==> config.mk <==
export PLATFORM = sky130hd
export DESIGN_NAME = quality_status_error_queue
export DESIGN_NICKNAME = d
export VERILOG_FILES = /design/src/core/quality_status_pkg.sv /design/src/core/quality_status_error_queue.sv
export VERILOG_INCLUDE_DIRS = /design/src /design/src/core
export SDC_FILE = /design/constraint.sdc
export NUM_CORES = 1
export LEC_CHECK = 0
export BUFFER_PORTS_ARGS = -buffer_cell sky130_fd_sc_hd__buf_2
export CORE_MARGIN = 2
export CORE_UTILIZATION = 46
export CTS_CLUSTER_DIAMETER = 200
export CTS_CLUSTER_SIZE = 12
export DETAILED_ROUTE_END_ITERATION = 6
export GPL_TIMING_DRIVEN = 0
export PLACE_DENSITY_LB_ADDON = 0.08
export SYNTH_ARGS = -nofsm -noshare
export SYNTH_HDL_FRONTEND = slang
export SYNTH_SLANG_ARGS = --single-unit
==> constraint.sdc <==
create_clock -name clock_i -period 3.88 [get_ports clock_i]
set_clock_uncertainty 0.2 [all_clocks]
set_input_delay 0.388 -clock clock_i [delete_from_list [all_inputs] [get_ports clock_i]]
set_output_delay 0.388 -clock clock_i [all_outputs]
set_load 0.05 [all_outputs]
==> src/core/quality_status_defs.svh <==
`ifndef QUALITY_STATUS_DEFS_SVH
`define QUALITY_STATUS_DEFS_SVH

// Register group selectors carried with each command
`define QS_SEL_SUMMARY     2'h0
`define QS_SEL_VOLTAGE     2'h1
`define QS_SEL_TEMPERATURE 2'h2
`define QS_NUM_GROUPS      3

// Field positions in the summary and trip registers
`define QS_SUM_VOLTAGE_BIT 0
`define QS_SUM_TEMP_BIT    4
`define QS_OVER_V_BIT      0
`define QS_UNDER_V_BIT     1
`define QS_OVER_T_BIT      0
`define QS_SUM_USED_MASK   16'h0011

// Reset and preset values of the masks
`define QS_SUM_EN_PRESET   16'h0000
`define QS_SUM_RISE_PRESET 16'hFFFF
`define QS_SUM_FALL_PRESET 16'h0000
`define QS_SUB_EN_PRESET   16'hFFFF
`define QS_SUB_RISE_PRESET 16'hFFFF
`define QS_SUB_FALL_PRESET 16'hFFFF

// Error queue
`define QS_QUEUE_DEPTH     3'h4
`define QS_QUEUE_LAST      2'h3
`define QS_OVERFLOW_CODE   16'hFEA2
`define QS_NO_ERROR_CODE   16'h0000
`define QS_DESC_MAX_LEN    255

`endif

==> src/core/quality_status_pkg.sv <==
package quality_status_pkg;

  // Decoded host status commands
  typedef enum logic [3:0] {
    OP_READ_EVENT,
    OP_READ_COND,
    OP_WRITE_ENABLE,
    OP_READ_ENABLE,
    OP_WRITE_RISE,
    OP_READ_RISE,
    OP_WRITE_FALL,
    OP_READ_FALL,
    OP_ERR_NEXT,
    OP_ERR_CODE,
    OP_ERR_COUNT,
    OP_CLEAR,
    OP_PRESET
  } cmd_op_e;

  typedef logic [15:0] word_t;

endpackage

==> src/core/quality_status_error_queue.sv <==
`timescale 1ns/1ns
`include "quality_status_defs.svh"
// Summary of operation
// - Quality summary register is sixteen bits wide
// - Summary bit ORs the enabled events of its feeding register
// - Summary bit 0 reports voltage trips
// - Summary bit 4 reports temperature trip
// - Other summary bits never asserted
// - Voltage bit 0 over, bit 1 under
// - Temperature bit 0 flags overheating
// - Events, conditions readable; masks writable, readable
// - Entry holds signed 16-bit event number
// - Code zero means no error
// - Description text at most 255 characters
// - Queue is strictly first in first out
// - Queue holds at most four entries
// - Overflow keeps oldest, last becomes -350
// - Non-empty queue raises status byte bit
// - Full read pops oldest; empty returns zero
// - Code-only read pops oldest, code only
// - Clear empties events and the queue
// - Preset sets summary masks 0,1,0
// - Device reset leaves these registers alone
module quality_status_error_queue (
  input  wire logic                       clock_i,
  input  wire logic                       srst_i,
  input  wire logic                       over_voltage_flag_i,
  input  wire logic                       under_voltage_flag_i,
  input  wire logic                       over_temp_flag_i,
  input  wire logic                       err_push_i,
  input  wire quality_status_pkg::word_t  err_code_i,
  input  wire logic                       cmd_valid_i,
  input  wire quality_status_pkg::cmd_op_e cmd_op_i,
  input  wire logic [1:0]                 cmd_sel_i,
  input  wire quality_status_pkg::word_t  cmd_data_i,
  output logic                            rsp_valid_o,
  output quality_status_pkg::word_t       rsp_data_o,
  output logic                            rsp_desc_o,
  output logic                            err_queue_flag_o,
  output logic                            quality_summary_o
);

  // Trip flags come from analogue comparators on their own timing
  logic [2:0]  sync1_q;
  logic [2:0]  sync2_q;
  logic [2:0]  sync3_q;
  logic [2:0]  flags_q;
  wire  [2:0]  flags_settled = ~(sync2_q ^ sync3_q);

  always_ff @(posedge clock_i) begin
    if (srst_i) begin
      sync1_q <= 3'h0;
      sync2_q <= 3'h0;
      sync3_q <= 3'h0;
      flags_q <= 3'h0;
    end else begin
      sync1_q <= {over_temp_flag_i, under_voltage_flag_i,
                  over_voltage_flag_i};
      sync2_q <= sync1_q;
      sync3_q <= sync2_q;
      // A flag only moves once two stages agree, filtering glitches
      flags_q <= (sync3_q & flags_settled) | (flags_q & ~flags_settled);
    end
  end

  // Command decode
  wire is_rd_event = cmd_valid_i &&
                     (cmd_op_i == quality_status_pkg::OP_READ_EVENT);
  wire is_wr_en    = cmd_valid_i &&
                     (cmd_op_i == quality_status_pkg::OP_WRITE_ENABLE);
  wire is_wr_rise  = cmd_valid_i &&
                     (cmd_op_i == quality_status_pkg::OP_WRITE_RISE);
  wire is_wr_fall  = cmd_valid_i &&
                     (cmd_op_i == quality_status_pkg::OP_WRITE_FALL);
  wire is_clear    = cmd_valid_i &&
                     (cmd_op_i == quality_status_pkg::OP_CLEAR);
  wire is_preset   = cmd_valid_i &&
                     (cmd_op_i == quality_status_pkg::OP_PRESET);
  wire is_pop_full = cmd_valid_i &&
                     (cmd_op_i == quality_status_pkg::OP_ERR_NEXT);
  wire is_pop_code = cmd_valid_i &&
                     (cmd_op_i == quality_status_pkg::OP_ERR_CODE);
  wire is_write    = is_wr_en || is_wr_rise || is_wr_fall ||
                     is_clear || is_preset;
  wire sel_ok      = (cmd_sel_i <= `QS_SEL_TEMPERATURE);

  // Status groups: 0 summary, 1 voltage trips, 2 temperature trip
  logic [2:0][15:0] cond_w;
  logic [2:0][15:0] prev_q;
  logic [2:0][15:0] event_q;
  logic [2:0][15:0] en_q;
  logic [2:0][15:0] rise_q;
  logic [2:0][15:0] fall_q;
  logic [2:0]       group_sum;

  // Group condition inputs; unlisted bits are held at zero
  assign cond_w[1] = {14'h0000, flags_q[1], flags_q[0]};
  assign cond_w[2] = {15'h0000, flags_q[2]};
  assign cond_w[0] = {11'h000, group_sum[2],
                      3'h0, group_sum[1]};

  genvar g;
  generate
    for (g = 0; g < `QS_NUM_GROUPS; g++) begin : grp
      localparam logic [15:0] EN_PRE =
        (g == 0) ? `QS_SUM_EN_PRESET : `QS_SUB_EN_PRESET;
      localparam logic [15:0] RISE_PRE =
        (g == 0) ? `QS_SUM_RISE_PRESET : `QS_SUB_RISE_PRESET;
      localparam logic [15:0] FALL_PRE =
        (g == 0) ? `QS_SUM_FALL_PRESET : `QS_SUB_FALL_PRESET;
      wire hit = sel_ok && (cmd_sel_i == 2'(g));
      // Edge filters pick which transitions become events
      wire [15:0] ev_set = (rise_q[g] & cond_w[g] & ~prev_q[g]) |
                           (fall_q[g] & ~cond_w[g] & prev_q[g]);
      wire        ev_clr = is_clear || (is_rd_event && hit);
      // A new edge in the clearing cycle survives the clear
      wire [15:0] ev_d = (ev_clr ? 16'h0000 : event_q[g]) | ev_set;

      // Only enabled events reach the level above
      assign group_sum[g] = |(event_q[g] & en_q[g]);

      // No other reset reaches these; power-on clears to preset values
      always_ff @(posedge clock_i) begin
        if (srst_i) begin
          prev_q[g]  <= 16'h0000;
          event_q[g] <= 16'h0000;
          en_q[g]    <= EN_PRE;
          rise_q[g]  <= RISE_PRE;
          fall_q[g]  <= FALL_PRE;
        end else begin
          prev_q[g]  <= cond_w[g];
          event_q[g] <= ev_d;
          if (is_preset) begin
            en_q[g]   <= EN_PRE;
            rise_q[g] <= RISE_PRE;
            fall_q[g] <= FALL_PRE;
          end else begin
            if (is_wr_en && hit) begin
              en_q[g] <= cmd_data_i;
            end
            if (is_wr_rise && hit) begin
              rise_q[g] <= cmd_data_i;
            end
            if (is_wr_fall && hit) begin
              fall_q[g] <= cmd_data_i;
            end
          end
        end
      end
    end
  endgenerate

  // Error queue: ring of four words, head points at the oldest entry
  logic [3:0][15:0] q_mem;
  logic [1:0]       head_q;
  logic [2:0]       count_q;

  wire        pop_req  = is_pop_full || is_pop_code;
  wire        pop_do   = pop_req && (count_q != 3'h0);
  wire [2:0]  base_cnt = is_clear ? 3'h0 : count_q;
  // A pop in the same cycle frees a slot, so no overflow then
  wire        full_eff = (base_cnt == `QS_QUEUE_DEPTH) && !pop_do;
  wire        push_acc = err_push_i && !full_eff;
  wire        push_ovf = err_push_i && full_eff;
  wire [1:0]  tail     = head_q + base_cnt[1:0];
  wire [1:0]  last_idx = head_q + `QS_QUEUE_LAST;
  wire [1:0]  wr_idx   = push_ovf ? last_idx : tail;
  // Newest event is dropped; the last slot records the overflow
  wire [15:0] wr_word  = push_ovf ? `QS_OVERFLOW_CODE : err_code_i;
  wire [2:0]  count_d  = base_cnt + {2'b00, push_acc} - {2'b00, pop_do};
  wire [1:0]  head_d   = head_q + {1'b0, pop_do};
  wire [15:0] head_word = (count_q != 3'h0) ? q_mem[head_q]
                                            : `QS_NO_ERROR_CODE;

  generate
    for (g = 0; g < 4; g++) begin : slot
      // Each slot keeps a raw signed code; text is looked up by code
      always_ff @(posedge clock_i) begin
        if (srst_i) begin
          q_mem[g] <= `QS_NO_ERROR_CODE;
        end else if (err_push_i && (wr_idx == 2'(g))) begin
          q_mem[g] <= wr_word;
        end
      end
    end
  endgenerate

  // Queue pointers; a push during a clear survives it
  always_ff @(posedge clock_i) begin
    if (srst_i) begin
      head_q  <= 2'h0;
      count_q <= 3'h0;
    end else begin
      head_q  <= head_d;
      count_q <= count_d;
    end
  end

  // Query response selection
  logic [15:0] rsp_d;
  wire  [1:0]  gi = sel_ok ? cmd_sel_i : 2'h0;
  wire  [15:0] sel_mask = sel_ok ? 16'hFFFF : 16'h0000;

  always_comb begin
    rsp_d = 16'h0000;
    unique case (cmd_op_i)
      quality_status_pkg::OP_READ_EVENT: rsp_d = event_q[gi] & sel_mask;
      quality_status_pkg::OP_READ_COND:  rsp_d = cond_w[gi] & sel_mask;
      quality_status_pkg::OP_READ_ENABLE: rsp_d = en_q[gi] & sel_mask;
      quality_status_pkg::OP_READ_RISE:  rsp_d = rise_q[gi] & sel_mask;
      quality_status_pkg::OP_READ_FALL:  rsp_d = fall_q[gi] & sel_mask;
      quality_status_pkg::OP_ERR_NEXT:   rsp_d = head_word;
      quality_status_pkg::OP_ERR_CODE:   rsp_d = head_word;
      quality_status_pkg::OP_ERR_COUNT:  rsp_d = {13'h0000, count_q};
      default:                           rsp_d = 16'h0000;
    endcase
  end

  // Registered answer one cycle after the command
  always_ff @(posedge clock_i) begin
    if (srst_i) begin
      rsp_valid_o       <= 1'b0;
      rsp_data_o        <= 16'h0000;
      rsp_desc_o        <= 1'b0;
      err_queue_flag_o  <= 1'b0;
      quality_summary_o <= 1'b0;
    end else begin
      rsp_valid_o       <= cmd_valid_i && !is_write;
      // Answer words stand until the next command replaces them
      if (cmd_valid_i) begin
        rsp_data_o <= rsp_d;
        rsp_desc_o <= is_pop_full;
      end
      err_queue_flag_o  <= (count_d != 3'h0);
      quality_summary_o <= group_sum[0];
    end
  end
endmodule

==> summary.txt <==
CTS
  • Postcts setup bufs: 0
  • CTS root buffer: clkbuf_16
  • Sink Count: 255
  • CTS tree: done
  • Clk pin slew, worst setup/hold paths: around 0.06 ns
  • Deepest clock path buffer count: 3
  • CTS buffer count: 25
  • Clk_lat worst skew: roughly 0.53 ns
  • Htree depth: 1

STA
  • Pins Over Slew Limit: 0
  • Final number of hold-violating endpoints: 0
  • Min Tclk post-route: 3.161 ns
  • Worst slew pin tran: 0.8479 ns
  • Relative slew slack: 0.4323
  • Crit share post-route: 0.8146
  • Fmax: 316.4 MHz
  • RSZ-0062 raised after global routing: false
  • Final WS setup: 0.7192 ns
  • Final setup viols: 0
  • Setup TNS Final: 0 ns

Yosys
  • Most common cell in the netlist: nand2_1
  • FFs w/ async S/R, synth: 0
  • Top-area cell type share of the netlist area: 0.4507
  • Yosys warns: 0
  • Flops & latches, synth: 255
  • Avg Cell Area, Syn: 8.466 um^2
  • Syn Inst Count: 1,338
  • Register area share after synthesis: 0.4507
  • Top cells by count, synth: nand2_1, dfxtp_1, nand3_1
  • Post-synth top flop: dfxtp_1
  • Synth area leaders: dfxtp_1, nand2_1, mux2i_1, nand3_1, nand2b_1
  • Post-synth EDFFs: 0
  • Top cell type by total area after synthesis: dfxtp_1
  • Cell Area, Synth: 0.01133 mm^2
  • Yosys cell types: 66
  • Synthesized net count: 1,388

Worst setup path
  • Crit. End Element: flop
  • Worst R2R End: err_queue_flag_o
  • Crit path arrival time: 3.41 ns
  • Crit path top cell by count: buf_6
  • Reg-to-Reg Start: count_q[1]
  • Crit-path max FO: 10
  • Crit path buffers/inverters: 3
  • Kind of critical path: primary input to flop
  • Worst-case reg-to-reg path depth: 10
  • Critical Path Start: cmd_op_i[1]
  • Slowest Stage Delay on Critical Path: about 0.46 ns
  • Slowest cell on the critical path: xnor2_1
  • R2R setup slack: 0.72 ns
  • Critical path cell sequence: buf_6 > clkbuf_1 > nand3_1 > nand4_1 > o21ai_0 > ha_1 > xnor2_1 > nor3_4 > o21ai_4 > buf_6 > mux2i_1
  • Cell family with most CP delay: simple AND/OR/NAND/NOR gates
  • Worst Path Required: 4.13 ns
  • Worst Setup Start Kind: primary input

Cells and area
  • Final nets: 1,464
  • Reg area: 0.005105 mm^2
  • Fillers: about 2,300
  • P&R area growth vs syn: 11.58%
  • Ant. Diodes: 0
  • Fin util: 0.5212
  • Layout cells sized above 1: 0.09477
  • Area taken by multi-input logic gates: 0.005692 mm^2

Floorplanning
  • Die Span X: 160.9 um
  • Die extent in y: 160.9 um
  • Die area: 0.02590 mm^2
  • Site Rows: 57
  • Initial Util: 0.4671
  • IO Count: 65
  • Core Area: 0.02425 mm^2

Pwr
  • Total power: between 5 and 6 mW
  • Pwr dens: 469.9 mW/mm^2
  • VDD IR-drop max: 0.0003349 V
  • LEAKAGE: around 5.3 nW

Placement
  • Post-DP HPWL: 24.67 mm
  • RD Place Congestion: 0.9213
  • # port buffers: 46
  • Placement Setup Slack: approximately 0.2 ns

Run
  • Max-cap viol count: 0

Detailed routing
  • Vias per cell: 5.598
  • First-pass DRT Iterations: 5
  • DR iter-0 viols: 742
  • Total number of vias: 9,730
  • Final wirelength: 33.82 mm
  • Drc violations: 0
  • Routed wire per std cell: 19.46 um
  • Detail Route Antenna Nets: 0

Worst hold path
  • Hold path endpoint: q_mem[5]
  • Hold Path Depth: 3
  • Type of the worst min-delay path: primary input to flop
  • Worst Hold Launch: err_code_i[5]

Run status
  • Status: finished, final reports clean

Global route
  • GRT Util Overall: 0.2631
  • Number of global-route vias before repair: ~9,600
  • GR Overflow Total: 0
  • First-pass GRT wire length: roughly 54 mm
  • Initial antenna violation count: 0
  • Largest net degree at the start of global routing: 13
==> area by class of cell <==
| class | instances | area share |
|---|---|---|
| Clock buffer | 25 | 0.04950 |
| Buffer | 113 | 0.03990 |
| Clock inverter | 2 | 0.001584 |
| Sequential cell | 255 | 0.4039 |
| Tap cell | 324 | 0.03208 |
| Timing Repair Buffer | 49 | 0.02059 |
| Inverter | 7 | 0.002079 |
| Multi-Input combinational cell | 963 | 0.4504 |
==> registers in the layout, summed over array words and instances, names as in the netlist, named ones only <==
name / cells
quality_summary_o: 1
event_q: 5
rsp_data_o: 16
sync1_q: 3
rsp_valid_o: 1
count_q: 3
rsp_desc_o: 1
en_q: 48
fall_q: 48
head_q: 2
err_queue_flag_o: 1
sync2_q: 3
prev_q: 5
q_mem: 64
rise_q: 48
sync3_q: 3
==> worst max path at each step <==
stage	endpoint	slack [ns]	cells past startpoint
3_5_place_dp	q_mem[13]	0.20	11
6_report	q_mem[13]	0.72	11
5_1_grt	err_queue_flag_o	0.48	10
4_1_cts	err_queue_flag_o	0.67	10
3_3_place_gp	q_mem[26]	0.24	11
2_1_floorplan	q_mem[53]	0.98	11
==> what timing repair did <==
item	CTS	global route
gates resized for setup	0	0
hold buffers	3	0
endpoints found under the hold margin	3	0
==> power breakdown <==
group          leakage (nW)  internal, mW  switching, mW  total [mW]
combinational          2.90         0.383          0.590       0.973
clock                 0.319          1.14          0.987        2.13
sequential             2.07          2.76         0.0819        2.84
total                  5.29          4.28           1.66        5.94
==> metal layers <==
metal	part of all wire	global-route usage	wire [um]
met1	0.46	0.3667	15500
met2	0.46	0.4307	15450
met3	0.065	0.04313	2195
met4	0.020	0.05844	669
met5	0	0	0
==> per-stage QoR <==
stage | std cells | cell area, um^2 | hold slack [ns]
after floorplan | 1338 | 11330 | 0.2138
after global placement | 1708 | 11960 | 0.2156
after detailed placement | 1708 | 11960 | 0.2275
after CTS | 1738 | 12640 | 0.003558
after global routing | 1738 | 12640 | 0.02321
final | 1738 | 12640 | 0.01864
==> worst register-to-register path, cell delays in order (launching register included) <==
cell      delay [ns]
dfxtp_1         0.31
clkbuf_1        0.34
o311a_1         0.29
and2_1          0.24
clkbuf_1        0.47
ha_1            0.20
inv_1           0.04
ha_1            0.20
fa_1            0.44
xnor2_1         0.20
a21oi_1         0.09
==> logic make-up (layout without fill, tap and decap cells) <==
family	after synthesis	count (layout)	share of synthesized area
AND/OR/NAND/NOR	648	648	0.2692
flip-flops	255	255	0.4507
buffers and inverters	120	196	0.04684
adder cells (fa/ha/maj)	5	5	0.006186
AO/OA/AOI/OAI	218	218	0.1285
XOR/XNOR	6	6	0.004639
multiplexers	86	86	0.09400
==> cells in the final DEF (no fill, tap or decap), drive strengths merged, types with 5 or more instances in the layout <==
cell,instances
o21ai,27
o221ai,19
nor3b,5
mux2i,67
nor2,69
nor3,18
nor2b,22
a22oi,16
o21bai,22
nand2b,70
o22ai,41
buf,77
a31oi,17
dfxtp,255
inv,9
a21oi,54
nand3b,7
mux4,16
nand3,133
clkbuf,107
nand2,302
(Power assumes the default switching activity.)
